[src/core/occ_defines.vh]
/*
 * Constants for the operator console status block: register selector codes,
 * fault flag bit positions, bank control codes and reset values.
 * Assumes inclusion by bare name from the core/ design files.
 */
`ifndef OCC_DEFINES_VH
`define OCC_DEFINES_VH

// Register word and display geometry
`define OCC_WORD_W        13
`define OCC_NUM_DISP      4
`define OCC_SEL_W         2
`define OCC_SEL_NONE      2'h3

// Fault flag register layout, accumulator bit positions
`define OCC_FF_W          10
`define OCC_FLT_OVF_HI    12
`define OCC_FLT_OVF_LO    11
`define OCC_FLT_PROC_PAR  10
`define OCC_FLT_ONES_HI   9
`define OCC_FLT_ONES_LO   8
`define OCC_FLT_CHAN_HI   7
`define OCC_FLT_CHAN_LO   2
`define OCC_FLT_INT_PAR   1
`define OCC_FLT_DIV       0
`define OCC_FF_RESET      10'h000

// Bank controls
`define OCC_BANK_W        5
`define OCC_BSEL_W        2
`define OCC_BSEL_BFR      2'h0
`define OCC_BSEL_DIR      2'h1
`define OCC_BSEL_IND      2'h2
`define OCC_BSEL_REL      2'h3
`define OCC_BANK_RESET    5'h00

// Register selector reset: first register of each display
`define OCC_RSEL_RESET    2'h0

`endif

[src/core/occ_console.v]
/*
 * Operator console status block: four register displays, fault flag
 * register read into the accumulator, bank control selector and display,
 * run lamp and computer status symbols.
 * Assumes all core event inputs are one-cycle pulses or levels synchronous
 * to clk_i, and master clear arrives as a one-cycle pulse.
 */
`timescale 1ns/1ps
`include "occ_defines.vh"

module occ_console (
  // Clock and reset
  input  wire                                    clk_i,
  input  wire                                    reset_n_i,
  input  wire                                    master_clear_i,

  // Register values from the core, three per display
  input  wire [`OCC_NUM_DISP*3*`OCC_WORD_W-1:0]  disp_regs_i,

  // Operator display buttons
  input  wire [`OCC_NUM_DISP*3-1:0]              disp_sel_btn_i,
  input  wire [`OCC_NUM_DISP*`OCC_WORD_W-1:0]    disp_bit_btn_i,
  input  wire [`OCC_NUM_DISP-1:0]                disp_clr_btn_i,

  // Arithmetic observation
  input  wire                                    add_done_i,
  input  wire                                    sub_done_i,
  input  wire                                    arith_op_a_sign_i,
  input  wire                                    arith_op_b_sign_i,
  input  wire                                    arith_result_sign_i,
  input  wire                                    divide_fault_i,
  input  wire                                    proc_parity_err_i,
  input  wire [`OCC_FLT_CHAN_HI:`OCC_FLT_INT_PAR] chan_parity_err_i,

  // Instruction sequencer events
  input  wire                                    fault_flags_to_acc_instr_i,
  input  wire                                    clear_buffer_controls_instr_i,
  input  wire                                    start_i,
  input  wire                                    stop_instr_i,
  input  wire                                    halt_on_fault_instr_i,
  input  wire                                    halt_on_fault_g_instr_i,
  input  wire                                    cond_stop_halt_i,
  input  wire                                    operator_stop_i,
  input  wire                                    ext_function_instr_i,
  input  wire                                    selection_done_i,
  input  wire                                    normal_out_active_i,
  input  wire                                    normal_in_active_i,
  input  wire                                    in_waiting_i,
  input  wire                                    buffered_read_active_i,
  input  wire                                    buffered_write_active_i,
  input  wire                                    memory_parity_fault_i,
  input  wire                                    interrupt_seq_i,

  // Bank controls
  input  wire [`OCC_BSEL_W-1:0]                  last_ref_bank_ctl_i,
  input  wire                                    core_bank_sel_valid_i,
  input  wire [4*`OCC_BANK_W-1:0]                bank_values_i,
  input  wire [3:0]                              bank_choice_btn_i,
  input  wire [`OCC_BANK_W-1:0]                  bank_value_btn_i,
  input  wire                                    bank_clear_btn_i,
  input  wire                                    whole_bank_fill_button_i,

  // Display outputs
  output wire [`OCC_NUM_DISP*3-1:0]              disp_sel_lamp_o,
  output wire [`OCC_NUM_DISP*`OCC_WORD_W-1:0]    disp_shown_o,
  output wire [`OCC_NUM_DISP*`OCC_WORD_W-1:0]    reg_set_bits_o,
  output wire [`OCC_NUM_DISP-1:0]                reg_clear_o,

  // Accumulator load
  output reg  [`OCC_WORD_W-1:0]                  acc_load_value_o,
  output reg                                     acc_load_o,

  // Bank control outputs
  output reg  [3:0]                              bank_choice_lamp_o,
  output reg  [`OCC_BANK_W-1:0]                  bank_choice_display_o,
  output reg                                     bank_write_o,
  output reg  [`OCC_BSEL_W-1:0]                  bank_write_sel_o,
  output reg  [`OCC_BANK_W-1:0]                  bank_write_value_o,
  output reg                                     bank_clear_all_o,
  output reg                                     whole_bank_fill_lamp_o,

  // Status lamps
  output reg                                     run_lamp_o,
  output reg                                     fault_stop_sym_o,
  output reg                                     select_sym_o,
  output reg                                     out_sym_o,
  output reg                                     in_sym_o,
  output reg                                     buffered_read_active_o,
  output reg                                     buffered_write_active_o,
  output reg                                     channel_parity_fault_o,
  output reg                                     memory_parity_fault_o,
  output reg                                     service_seq_sym_o,
  output reg                                     arith_overflow_flag_o
);

  // Fault flag register fields
  reg                  ovf_q;
  reg                  proc_par_q;
  reg  [6:0]           chan_par_q;
  reg                  div_q;
  wire                 ovf_evt;
  wire [`OCC_WORD_W-1:0] ff_word;
  wire                 add_ovf;
  wire                 sub_ovf;

  // Bank selection state
  reg                  manual_q;
  reg  [`OCC_BSEL_W-1:0] bsel_q;
  wire [`OCC_BSEL_W-1:0] btn_sel;
  wire                 btn_any;
  wire [`OCC_BSEL_W-1:0] shown_sel;

  // Halt decode
  wire                 stop_evt;
  wire                 fault_halt;

  genvar g;

  ////////////////////////////////////////////////////////////////////////////
  // Register displays
  generate
    for (g = 0; g < `OCC_NUM_DISP; g = g + 1) begin : g_disp
      occ_display_unit u_disp (
        .clk_i      (clk_i),
        .reset_n_i  (reset_n_i),
        .running_i  (run_lamp_o),
        .regs_i     (disp_regs_i[g*3*`OCC_WORD_W +: 3*`OCC_WORD_W]),
        .sel_btn_i  (disp_sel_btn_i[g*3 +: 3]),
        .bit_btn_i  (disp_bit_btn_i[g*`OCC_WORD_W +: `OCC_WORD_W]),
        .clr_btn_i  (disp_clr_btn_i[g]),
        .sel_lamp_o (disp_sel_lamp_o[g*3 +: 3]),
        .shown_o    (disp_shown_o[g*`OCC_WORD_W +: `OCC_WORD_W]),
        .set_bits_o (reg_set_bits_o[g*`OCC_WORD_W +: `OCC_WORD_W]),
        .clr_o      (reg_clear_o[g])
      );
    end
  endgenerate

  ////////////////////////////////////////////////////////////////////////////
  // Fault flags

  // illegal sign change
  // Add: like signs in, other sign out
  assign add_ovf = add_done_i &&
                   (arith_op_a_sign_i == arith_op_b_sign_i) &&
                   (arith_result_sign_i != arith_op_a_sign_i);
  // Subtract flips the second operand sign, so like signs are tested after it
  assign sub_ovf = sub_done_i &&
                   (arith_op_a_sign_i != arith_op_b_sign_i) &&
                   (arith_result_sign_i != arith_op_a_sign_i);
  assign ovf_evt = add_ovf | sub_ovf;

  assign ff_word = {ovf_q, ovf_q, proc_par_q, 2'h3, chan_par_q, div_q};

  always @(posedge clk_i or negedge reset_n_i) begin
    if (!reset_n_i) begin
      ovf_q            <= 1'b0;
      proc_par_q       <= 1'b0;
      chan_par_q       <= 7'h00;
      div_q            <= 1'b0;
      acc_load_o       <= 1'b0;
      acc_load_value_o <= 13'h0000;
    end else if (master_clear_i) begin
      ovf_q            <= 1'b0;
      proc_par_q       <= 1'b0;
      chan_par_q       <= 7'h00;
      div_q            <= 1'b0;
      acc_load_o       <= 1'b0;
      acc_load_value_o <= 13'h0000;
    end else begin
      acc_load_o       <= fault_flags_to_acc_instr_i;
      acc_load_value_o <= ff_word;

      ovf_q      <= ovf_evt | (ovf_q & ~fault_flags_to_acc_instr_i);
      proc_par_q <= proc_parity_err_i | (proc_par_q & ~fault_flags_to_acc_instr_i);
      div_q      <= divide_fault_i | (div_q & ~fault_flags_to_acc_instr_i);

      // channel flags cleared by buffer clear
      chan_par_q <= chan_parity_err_i | (chan_par_q & {7{~clear_buffer_controls_instr_i}});
    end
  end

  ////////////////////////////////////////////////////////////////////////////
  // Bank control selector
  function [`OCC_BSEL_W-1:0] enc4;
    input [3:0] v;
    begin
      if (v[0])
        enc4 = `OCC_BSEL_BFR;
      else if (v[1])
        enc4 = `OCC_BSEL_DIR;
      else if (v[2])
        enc4 = `OCC_BSEL_IND;
      else
        enc4 = `OCC_BSEL_REL;
    end
  endfunction

  assign btn_sel   = enc4(bank_choice_btn_i);
  assign btn_any   = |bank_choice_btn_i;

  // last referenced bank unless manual
  // Next choice, so lamp and display follow a press or master clear at once
  assign shown_sel = master_clear_i ? `OCC_BSEL_REL :
                     btn_any        ? btn_sel :
                     (manual_q && !start_i) ? bsel_q : last_ref_bank_ctl_i;

  always @(posedge clk_i or negedge reset_n_i) begin
    if (!reset_n_i) begin
      manual_q               <= 1'b0;
      bsel_q                 <= `OCC_BSEL_REL;
      bank_choice_lamp_o     <= 4'h8;
      bank_choice_display_o  <= `OCC_BANK_RESET;
      bank_write_o           <= 1'b0;
      bank_write_sel_o       <= `OCC_BSEL_REL;
      bank_write_value_o     <= `OCC_BANK_RESET;
      bank_clear_all_o       <= 1'b0;
      whole_bank_fill_lamp_o <= 1'b0;
    end else begin
      whole_bank_fill_lamp_o <= whole_bank_fill_button_i;
      bank_clear_all_o <= master_clear_i & bank_clear_btn_i;

      if (master_clear_i) begin
        manual_q <= 1'b1;
        bsel_q   <= `OCC_BSEL_REL;
      end else if (btn_any) begin
        manual_q <= 1'b1;
        bsel_q   <= btn_sel;
      end else if (start_i) begin
        manual_q <= 1'b0;
      end

      bank_write_o       <= ~master_clear_i & (bank_clear_btn_i | (|bank_value_btn_i));
      bank_write_sel_o   <= shown_sel;
      bank_write_value_o <= bank_clear_btn_i ? `OCC_BANK_RESET : bank_value_btn_i;
      bank_choice_display_o <= bank_values_i[shown_sel*`OCC_BANK_W +: `OCC_BANK_W];

      // lamp also lit by core selection
      bank_choice_lamp_o <= (4'h1 << shown_sel) |
                            (core_bank_sel_valid_i ? (4'h1 << last_ref_bank_ctl_i) : 4'h0);
    end
  end

  ////////////////////////////////////////////////////////////////////////////
  // Run lamp and status symbols
  // halt sources, stop beats start
  assign stop_evt   = stop_instr_i | halt_on_fault_instr_i | halt_on_fault_g_instr_i |
                      cond_stop_halt_i | operator_stop_i;
  assign fault_halt = halt_on_fault_instr_i | halt_on_fault_g_instr_i;

  always @(posedge clk_i or negedge reset_n_i) begin
    if (!reset_n_i) begin
      run_lamp_o              <= 1'b0;
      fault_stop_sym_o        <= 1'b0;
      select_sym_o            <= 1'b0;
      out_sym_o               <= 1'b0;
      in_sym_o                <= 1'b0;
      buffered_read_active_o  <= 1'b0;
      buffered_write_active_o <= 1'b0;
      channel_parity_fault_o  <= 1'b0;
      memory_parity_fault_o   <= 1'b0;
      service_seq_sym_o       <= 1'b0;
      arith_overflow_flag_o   <= 1'b0;
    end else if (master_clear_i) begin
      run_lamp_o              <= 1'b0;
      fault_stop_sym_o        <= 1'b0;
      select_sym_o            <= 1'b0;
      out_sym_o               <= 1'b0;
      in_sym_o                <= 1'b0;
      buffered_read_active_o  <= 1'b0;
      buffered_write_active_o <= 1'b0;
      channel_parity_fault_o  <= 1'b0;
      memory_parity_fault_o   <= 1'b0;
      service_seq_sym_o       <= 1'b0;
      arith_overflow_flag_o   <= 1'b0;
    end else begin
      // run lamp, stop wins over start
      if (stop_evt)
        run_lamp_o <= 1'b0;
      else if (start_i)
        run_lamp_o <= 1'b1;

      if (fault_halt)
        fault_stop_sym_o <= 1'b1;
      else if (start_i)
        fault_stop_sym_o <= 1'b0;

      if (ext_function_instr_i)
        select_sym_o <= 1'b1;
      else if (selection_done_i)
        select_sym_o <= 1'b0;

      out_sym_o <= normal_out_active_i;
      in_sym_o  <= normal_in_active_i | in_waiting_i;

      buffered_read_active_o  <= buffered_read_active_i;
      buffered_write_active_o <= buffered_write_active_i;

      channel_parity_fault_o <= channel_parity_fault_o | (|chan_parity_err_i);
      memory_parity_fault_o  <= memory_parity_fault_o | memory_parity_fault_i;

      service_seq_sym_o     <= interrupt_seq_i;
      arith_overflow_flag_o <= arith_overflow_flag_o | ovf_evt;
    end
  end

endmodule // occ_console

[src/core/occ_display_unit.v]
/*
 * One register display: radio-group selector, halted-only shown word,
 * and manual set/clear strobes toward the single editable register.
 * Assumes buttons are one-cycle synchronous pulses from a debouncer.
 */
`timescale 1ns/1ps
`include "occ_defines.vh"

module occ_display_unit (
  // Clock and reset
  input  wire                        clk_i,
  input  wire                        reset_n_i,
  // Processor state
  input  wire                        running_i,
  input  wire [3*`OCC_WORD_W-1:0]    regs_i,
  // Operator buttons
  input  wire [2:0]                  sel_btn_i,
  input  wire [`OCC_WORD_W-1:0]      bit_btn_i,
  input  wire                        clr_btn_i,
  // Lamps and edit strobes
  output reg  [2:0]                  sel_lamp_o,
  output reg  [`OCC_WORD_W-1:0]      shown_o,
  output reg  [`OCC_WORD_W-1:0]      set_bits_o,
  output reg                         clr_o
);

  // Selector index 0 is the editable register of this display
  reg  [`OCC_SEL_W-1:0] sel_q;
  reg  [`OCC_SEL_W-1:0] sel_d;
  wire                  edit_ok;

  ////////////////////////////////////////////////////////////////////////////
  // radio group select
  // Lowest button wins when several are pressed together
  always @* begin
    sel_d = sel_q;
    if (sel_btn_i[0])
      sel_d = 2'h0;
    else if (sel_btn_i[1])
      sel_d = 2'h1;
    else if (sel_btn_i[2])
      sel_d = 2'h2;
  end

  assign edit_ok = (sel_q == 2'h0) && !running_i;

  always @(posedge clk_i or negedge reset_n_i) begin
    if (!reset_n_i) begin
      sel_q      <= `OCC_RSEL_RESET;
      sel_lamp_o <= 3'h1;
      shown_o    <= 13'h0000;
      set_bits_o <= 13'h0000;
      clr_o      <= 1'b0;
    end else begin
      sel_q      <= sel_d;
      sel_lamp_o <= 3'h1 << sel_d;
      if (running_i)
        shown_o <= 13'h0000;
      else
        shown_o <= regs_i[sel_q*`OCC_WORD_W +: `OCC_WORD_W];
      set_bits_o <= edit_ok ? bit_btn_i : 13'h0000;
      clr_o      <= edit_ok & clr_btn_i;
    end
  end

endmodule // occ_display_unit

[config.mk]
export PLATFORM = sky130hd
export DESIGN_NAME = occ_console
export DESIGN_NICKNAME = d
export VERILOG_FILES = /design/src/core/occ_console.v /design/src/core/occ_display_unit.v
export VERILOG_INCLUDE_DIRS = /design/src /design/src/core
export SDC_FILE = /design/constraint.sdc
export NUM_CORES = 1
export LEC_CHECK = 0
export ABC_AREA = 0
export BUFFER_PORTS_ARGS = -buffer_cell sky130_fd_sc_hd__clkbuf_2
export CELL_PAD_IN_SITES_DETAIL_PLACEMENT = 1
export CELL_PAD_IN_SITES_GLOBAL_PLACEMENT = 2
export CORE_AREA = 2 2 135 269
export CTS_CLUSTER_DIAMETER = 30
export DETAILED_ROUTE_END_ITERATION = 7
export DIE_AREA = 0 0 137 271
export PLACE_DENSITY_LB_ADDON = 0.3
export SYNTH_ARGS = -nofsm -noshare
export SYNTH_HDL_FRONTEND = slang
export SYNTH_HIERARCHICAL = 1
export SYNTH_SLANG_ARGS = --single-unit
[constraint.sdc]
create_clock -name clk_i -period 1.26 [get_ports clk_i]
set_input_delay 0.315 -clock clk_i [delete_from_list [all_inputs] [get_ports clk_i]]
set_output_delay 0.315 -clock clk_i [all_outputs]
set_load 0.1 [all_outputs]
==> results of run 1 <==
[cell families (layout without fill, tap and decap cells)]
group                  Yosys count  after routing
AO/OA/AOI/OAI                  149            149
buffers and inverters           58            580
flip-flops                     183            183
multiplexers                    15             15
other                            0             10
AND/OR/NAND/NOR                248            248
[cell type report]
class,instances,area share
tap,445,0.0381
inverter,15,0.00556
multi-input combinational,412,0.210
timing repair buffer,533,0.390
antenna,10,0.00171
clock inverter,11,0.00941
sequential,183,0.315
clock buffer,21,0.0308
[report_power, final]
| group | internal [W] | switching (W) |
|---|---|---|
| combinational | 0.00279 | 0.00459 |
| clock | 0.00303 | 0.00247 |
| sequential | 0.00636 | 0.000419 |
| total | 0.0122 | 0.00748 |
[state kept, by name, indices dropped and copies added, names as in the netlist, 2 cells and up]
signal	cells
g_disp.u_disp/sel_lamp_o	12
bsel_q	2
g_disp.u_disp/sel_q	8
bank_write_value_o	5
g_disp.u_disp/clr_o	4
chan_par_q	7
bank_choice_lamp_o	4
g_disp.u_disp/shown_o	52
g_disp.u_disp/set_bits_o	52
bank_choice_display_o	5
bank_write_sel_o	2
acc_load_value_o	11
[per-stage QoR]
stage               utilization  area [um2]  setup slack, ns  setup TNS, ns
floorplan                     -        8000           -0.133          -1.04
global placement          0.388       13500           -0.347          -3.23
detailed placement        0.388       13500           -0.373          -3.49
CTS                       0.408       14200           -0.368         -31.30
global route              0.419       14600           -0.391         -30.37
finish                    0.419       14600           -0.327         -19.98
[worst paths after layout]
kind / to / cells past startpoint
max reg2reg: bank_choice_display_o[4] / 7
max in group asynchronous: g_disp[2].u_disp/sel_lamp_o[0] / 3
min: g_disp[1].u_disp/set_bits_o[12] / 2
max: bank_choice_display_o[4] / 7
min in group asynchronous: bank_write_value_o[2] / 2
min reg2reg: acc_load_value_o[1] / 1
[critical path, delay by kind of cell (launching register included)]
kind / cells / cell delay [ns]
compound gates: 2 / 0.32
flops: 1 / 0.36
mux: 2 / 0.32
simple gates: 1 / 0.17
buf+inv: 2 / 0.29
[synth_stat cells (6+ instances only)]
master                     count
sky130_fd_sc_hd__a211oi_1     41
sky130_fd_sc_hd__a211oi_2     64
sky130_fd_sc_hd__a21o_1        6
sky130_fd_sc_hd__a21oi_1      26
sky130_fd_sc_hd__and2_1       57
sky130_fd_sc_hd__buf_12        8
sky130_fd_sc_hd__buf_2        12
sky130_fd_sc_hd__buf_4         6
sky130_fd_sc_hd__buf_6         9
sky130_fd_sc_hd__dfrtp_1     174
sky130_fd_sc_hd__dfstp_2       9
sky130_fd_sc_hd__inv_1        10
sky130_fd_sc_hd__mux2i_1      15
sky130_fd_sc_hd__nand2_1      54
sky130_fd_sc_hd__nor2_1       40
sky130_fd_sc_hd__nor2b_1      67
sky130_fd_sc_hd__nor3_1        8
[per-layer routing]
metal / routed length [um] / vias up / part of all wire / global-route usage
met5: 0 / - / 0 / 0
met4: 877 / 0 / 0.027 / 0.0792
met3: 1710 / 37 / 0.052 / 0.0392
met2: 19200 / 239 / 0.59 / 0.335
met1: 11000 / 3424 / 0.34 / 0.177
li1: - / 3263 / - / -
[what timing repair did]
action / in CTS / in global routing
setup endpoints to repair: 176 / 261
pin swaps: 1 / 9
buffers inserted: 3 / 11
hold buffers: 2 / 0
gates cloned: 1 / 4
gates resized for setup: 9 / 45
hold endpoints to repair: 18 / 0
==> PnR_summary.wiki, run 1 <==
{| class="wikitable"
! Metric !! Value
|-
| Max clock buf depth || 2
|-
| Number of buffer cells added on primary ports || around 460
|-
| Hold_sp || disp_bit_btn_i[25]
|-
| Total area of multi-input combinational cells || 3070 um2
|-
| Xor/xnor cell area share of the yosys netlist || 0
|-
| Launch point of the critical path || manual_q
|-
| CTS clock-pin slew for the worst setup and hold paths || 0.07 ns
|-
| Total wire length after detailed routing || 32800 um
|-
| Stage delay of the slowest cell on the critical path || 0.36 ns
|-
| Routability congestion estimate from global placement || 0.826
|-
| Io pins || 456
|-
| Avg Inst Size Synth || 12.2 um2
|-
| Global-route wire length before repair || about 48000 um
|-
| Max-slew violation total from the final report || 0
|-
| Predominant post-synthesis flop cell || sky130_fd_sc_hd__dfrtp_1
|-
| Complex-gate fraction of the synthesized area || 0.176
|-
| Total number of placement rows || 97
|-
| Fill cell count || 3740
|-
| Outcome || finished with violations
|-
| Avg Vias per Cell || roughly 4.3
|-
| Number of cells in the finished layout apart from fillers || 1630
|-
| Relative area change from synthesis to final layout || 83.7%
|-
| Clock tree from TritonCTS || yes
|-
| Post-layout total power || 0.0197 W
|-
| Vias after detailed routing || 6963
|-
| Post-Route Hold Slack || 0.0719 ns
|-
| TritonCTS buffer count || 17
|-
| Achievable clock frequency || about 630 MHz
|-
| Total gr overflow || 0
|-
| Clock latency on the worst-skew pair || about 0.45 ns
|-
| Number of nets in the synthesized netlist || 945
|-
| Post-synthesis simple-gate area fraction || 0.169
|-
| Worst setup EP type || register
|-
| Peak fanout along the critical path || 6
|-
| Async set-reset flop share out of synthesis || 1.00
|-
| Number of clock sinks seen by CTS || approximately 180
|-
| Failing checks || negative setup slack
|-
| Number of iterations in the first detailed-routing pass || 4
|-
| Power Density || 1340 nW/um2
|-
| Transition time of the tightest slew-check pin || 0.437 ns
|-
| Share of synthesized area occupied by flip-flops and latches || 0.576
|-
| Category of the worst setup path launch point || register
|-
| Most frequent cells in the layout || sky130_fd_sc_hd__clkbuf_2 (290), sky130_fd_sc_hd__buf_12 (184), sky130_fd_sc_hd__dfrtp_1 (169)
|-
| Layout net count || 1454
|-
| Max-Cap Viols || 0
|-
| Library cell occupying the most area in the post-synthesis netlist || sky130_fd_sc_hd__dfrtp_1
|-
| Register bit total from synthesis || 183
|-
| Synthesized netlist cell count || 653
|-
| CTS HTree Levels || 4
|-
| Global-route usage over all layers || 0.176
|-
| Worst min path class || in -> reg
|-
| Arrival time worst endpoint || 1.91 ns
|-
| List of cells traversed by the critical path || nor2b_4, buf_6, o211ai_4, a21oi_4, buf_12, mux2i_2, mux2i_2
|-
| Slowest CP cell || sky130_fd_sc_hd__dfrtp_1
|-
| Fin Clk Skew || between 0.01 and 0.015 ns
|-
| Max-slew headroom at the worst pin || 0.708
|-
| Maximum number of pins on one net before global-route repair || 39
|-
| Die width || between 100 and 150 um
|-
| Most common cell type on the critical path || sky130_fd_sc_hd__mux2i_2
|-
| Commonest non-fill, non-tap cell in the layout || sky130_fd_sc_hd__clkbuf_2
|-
| Height of the die || 271 um
|-
| Library cells used by synthesis || 40
|-
| Warnings, synthesis || 6
|-
| Via count of the first global-routing pass || 7988
|-
| Post-synthesis share of cell area spent on full adders, half adders and majority gates || 0
|-
| Sequential cell area || 4600 um2
|-
| Critical Path RT || between 1.5 and 2 ns
|-
| Setup repair after global routing missed its margin || yes
|-
| Share of post-route cells with drive strength above 1 || 0.577
|-
| Drt first-iter violations || 110
|-
| Portion of the clock cycle consumed by the worst path in the final layout || 1.26
|-
| Post-route ant nets || 0
|-
| Worst Setup Path Type || reg -> reg
|-
| Proportion of synthesized area in mux cells || 0.0189
|-
| Instance count after placement with tap cells included || 1567
|-
| Leakage power figure || 6.87 nW
|-
| Root buffer selected by CTS || sky130_fd_sc_hd__clkbuf_16
|-
| Hold Violations, Final || 0
|-
| Number of flops mapped to enable cells by yosys || 0
|-
| Die footprint || 37100 um2
|-
| Worst VDD drop || 933 uV
|-
| Final setup slack of the worst path || -0.327 ns
|-
| Area share of the largest cell type after synthesis || 0.547
|-
| Leading cell types by total area after synthesis || sky130_fd_sc_hd__dfrtp_1 (55%), sky130_fd_sc_hd__a211oi_2 (10%), sky130_fd_sc_hd__nor2b_1 (5.3%)
|-
| Post-synthesis cell area || 7970 um2
|-
| Detailed Place HPWL || 26300 um
|-
| Routed WL per cell || 20.1 um
|-
| Final setup violating endpoints || approximately 230
|-
| Source of the worst register-to-register timing path || manual_q
|-
| Drc violations || 0
|-
| Area of the core || 35000 um2
|-
| Main combinational cell family by area after synthesis || compound AO/OA/AOI/OAI gates
|-
| Number of antenna violations at the first check in global routing || 10
|-
| Final critical path time including I/O delays and setup || 1.59 ns
|-
| R2r setup slk || -0.33 ns
|-
| Initial standard-cell utilization of the core || 0.228
|}
Note: power is estimated with default switching activity, not from simulation.
==> run 2, diff against run 1 <==
--- a/config.mk
+++ b/config.mk
@@ -11,6 +11,7 @@
 export CELL_PAD_IN_SITES_DETAIL_PLACEMENT = 1
 export CELL_PAD_IN_SITES_GLOBAL_PLACEMENT = 2
 export CORE_AREA = 2 2 135 269
+export CTS_BUF_LIST = sky130_fd_sc_hd__clkbuf_8 sky130_fd_sc_hd__clkbuf_16
 export CTS_CLUSTER_DIAMETER = 30
 export DETAILED_ROUTE_END_ITERATION = 7
 export DIE_AREA = 0 0 137 271
==> PnR_summary.wiki, run 2 (same netlist as run 1, synthesis figures left out) <==
{| class="wikitable"
! Metric !! Value
|-
| Max-slew headroom at the worst pin || 0.708
|-
| Slowest CP cell || sky130_fd_sc_hd__dfrtp_1
|-
| Category of the worst setup path launch point || register
|-
| Share of post-route cells with drive strength above 1 || 0.577
|-
| Largest registers ranked by flip-flop count || g_disp.u_disp/set_bits_o x52, g_disp.u_disp/shown_o x52, g_disp.u_disp/sel_lamp_o x12
|-
| Critical path buffer and inverter count || 2
|-
| Critical Path RT || 1.59 ns
|-
| Die width || between 100 and 150 um
|-
| Portion of the clock cycle consumed by the worst path in the final layout || 1.26
|-
| Total internal power || around 0.012 W
|-
| Total area of multi-input combinational cells || 3070 um2
|-
| Layout net count || 1454
|-
| Most common cell type on the critical path || sky130_fd_sc_hd__mux2i_2
|-
| Switching Power || 0.00748 W
|-
| Fin Clk Skew || 0.0130 ns
|-
| Achievable clock frequency || 630 MHz
|-
| Die footprint || 37100 um2
|-
| Max-Cap Viols || 0
|-
| Failing checks || negative setup slack
|-
| Outcome || finished with violations
|-
| Proportion of power drawn by the clock network || 0.279
|-
| Number of iterations in the first detailed-routing pass || 4
|-
| Detailed Place HPWL || 26300 um
|-
| Worst setup EP type || register
|-
| Height of the die || 271 um
|-
| CTS HTree Levels || 4
|-
| Via count of the first global-routing pass || between 7000 and 8000
|-
| Number of clock sinks seen by CTS || 183
|-
| Arrival time worst endpoint || 1.91 ns
|-
| Fill cell count || 3740
|-
| Switching portion of total power || 0.381
|-
| Initial standard-cell utilization of the core || 0.228
|-
| Power Density || 1340 nW/um2
|-
| Stage delay of the slowest cell on the critical path || 0.36 ns
|-
| Post-layout total power || 0.0196 W
|-
| Avg Vias per Cell || about 4.3
|-
| Finished Core Util || 0.419
|-
| Total wire length after detailed routing || 32800 um
|-
| Clock latency on the worst-skew pair || 0.44 ns
|-
| Commonest non-fill, non-tap cell in the layout || sky130_fd_sc_hd__clkbuf_2
|-
| Combinational power share || 0.376
|-
| Clock tree from TritonCTS || yes
|-
| CTS clock-pin slew for the worst setup and hold paths || 0.07 ns
|-
| Final setup violating endpoints || around 230
|-
| Drt first-iter violations || 114
|-
| Final critical path time including I/O delays and setup || 1.59 ns
|-
| Setup repair after global routing missed its margin || yes
|-
| Maximum number of pins on one net before global-route repair || 39
|-
| Worst min path class || in -> reg
|-
| Global-route usage over all layers || 0.176
|-
| Sequential cell fraction of total power || 0.346
|-
| Worst VDD drop || about 930 uV
|-
| Sequential cell area || between 4000 and 5000 um2
|-
| Total gr overflow || 0
|-
| Global-route wire length before repair || 47700 um
|-
| Post-route ant nets || 0
|-
| Routed WL per cell || 20.1 um
|-
| Max-slew violation total from the final report || 0
|-
| Area of the core || 35000 um2
|-
| Drc violations || 0
|-
| Max clock buf depth || 2
|-
| Final total negative setup slack || -19.93 ns
|-
| Most frequent cells in the layout || sky130_fd_sc_hd__clkbuf_2 (290), sky130_fd_sc_hd__buf_12 (184), sky130_fd_sc_hd__dfrtp_1 (169)
|-
| Final setup slack of the worst path || -0.327 ns
|-
| Worst Setup Path Type || reg -> reg
|-
| CP delay by family, top || flip-flops
|-
| Number of buffer cells added on primary ports || ~460
|-
| Transition time of the tightest slew-check pin || 0.439 ns
|-
| Number of antenna violations at the first check in global routing || 10
|-
| Vias after detailed routing || 6972
|-
| TritonCTS buffer count || 17
|-
| List of cells traversed by the critical path || nor2b_4, buf_6, o211ai_4, a21oi_4, buf_12, mux2i_2, mux2i_2
|-
| Relative area change from synthesis to final layout || 83.7%
|-
| Io pins || 456
|-
| Leakage power figure || 6.88 nW
|-
| Total number of placement rows || 97
|-
| Routability congestion estimate from global placement || 0.826
|-
| R2r setup slk || -0.33 ns
|-
| Peak fanout along the critical path || 6
|-
| Root buffer selected by CTS || sky130_fd_sc_hd__clkbuf_16
|-
| Hold Violations, Final || 0
|}
-- run 2: changes by cell type in the layout (fill, tap and decap cells not counted), sizes merged --
cell | previous run | this run
clkbuf | 315 | 312
inv | 20 | 23
-- run 2: through the flow --
| stage | setup WS [ns] | std cells | hold slack (ns) | area (um2) |
|---|---|---|---|---|
| 3_3_place_gp | -0.347 | 1567 | 0.300 | 13500 |
| 5_1_grt | -0.391 | 1630 | 0.0536 | 14600 |
| 3_5_place_dp | -0.373 | 1567 | 0.299 | 13500 |
| 6_report | -0.327 | 1630 | 0.0719 | 14600 |
| 2_1_floorplan | -0.133 | 653 | 0.0194 | 8000 |
| 4_1_cts | -0.368 | 1605 | 0.0404 | 14200 |
-- run 2: path summary, 6_finish.rpt --
check | to | startpoint | cells after the start
worst max-delay path | bank_choice_display_o[4] | manual_q | 7
worst min-delay path | g_disp[1].u_disp/set_bits_o[12] | disp_bit_btn_i[25] | 2
worst max register to register | bank_choice_display_o[4] | manual_q | 7
worst min register to register | acc_load_value_o[1] | chan_par_q[0] | 1
max in group asynchronous | g_disp[2].u_disp/sel_lamp_o[0] | reset_n_i | 3
min in group asynchronous | bank_write_value_o[2] | reset_n_i | 2
-- run 2: timing repair --
action | in CTS | in global routing
hold buffers | 2 | 0
endpoints found under the setup margin | 176 | 261
gates resized for setup | 9 | 45
hold endpoints to repair | 18 | 0
setup buffers | 3 | 11
cloned | 1 | 4
pin swaps | 1 | 9
-- run 2: power groups by stage --
stage,Sequential (W),Clock [W],Combinational [W]
after floorplan,0.00982,0,0.00108
after global placement,0.00688,0,0.00721
after detailed placement,0.00690,0,0.00727
after CTS,0.00679,0.00568,0.00733
after global routing,0.00682,0.00590,0.00767
final,0.00678,0.00547,0.00738
-- run 2: layer usage --
layer | vias to the layer above | part of all wire | track usage
met1 | 3427 | 0.33 | 0.177
met2 | 241 | 0.59 | 0.335
met5 | - | 0 | 0
met3 | 37 | 0.052 | 0.0392
met4 | 0 | 0.027 | 0.0792
li1 | 3267 | - | -
-- run 2: worst reg2reg max path, stage by stage (launching register included) --
cell,delay [ns]
sky130_fd_sc_hd__dfrtp_1,0.36
sky130_fd_sc_hd__nor2b_4,0.17
sky130_fd_sc_hd__buf_6,0.12
sky130_fd_sc_hd__o211ai_4,0.07
sky130_fd_sc_hd__a21oi_4,0.25
sky130_fd_sc_hd__buf_12,0.17
sky130_fd_sc_hd__mux2i_2,0.22
sky130_fd_sc_hd__mux2i_2,0.10
-- run 2: final cells by class --
| type | count | area share |
|---|---|---|
| repair buffers | 533 | 0.390 |
| multi-input cells | 412 | 0.210 |
| flip-flops and latches | 183 | 0.315 |
| clock buffers | 18 | 0.0300 |
| diodes | 10 | 0.00171 |
| clock inverters | 14 | 0.0102 |
| inverters | 15 | 0.00556 |
| well taps | 445 | 0.0381 |
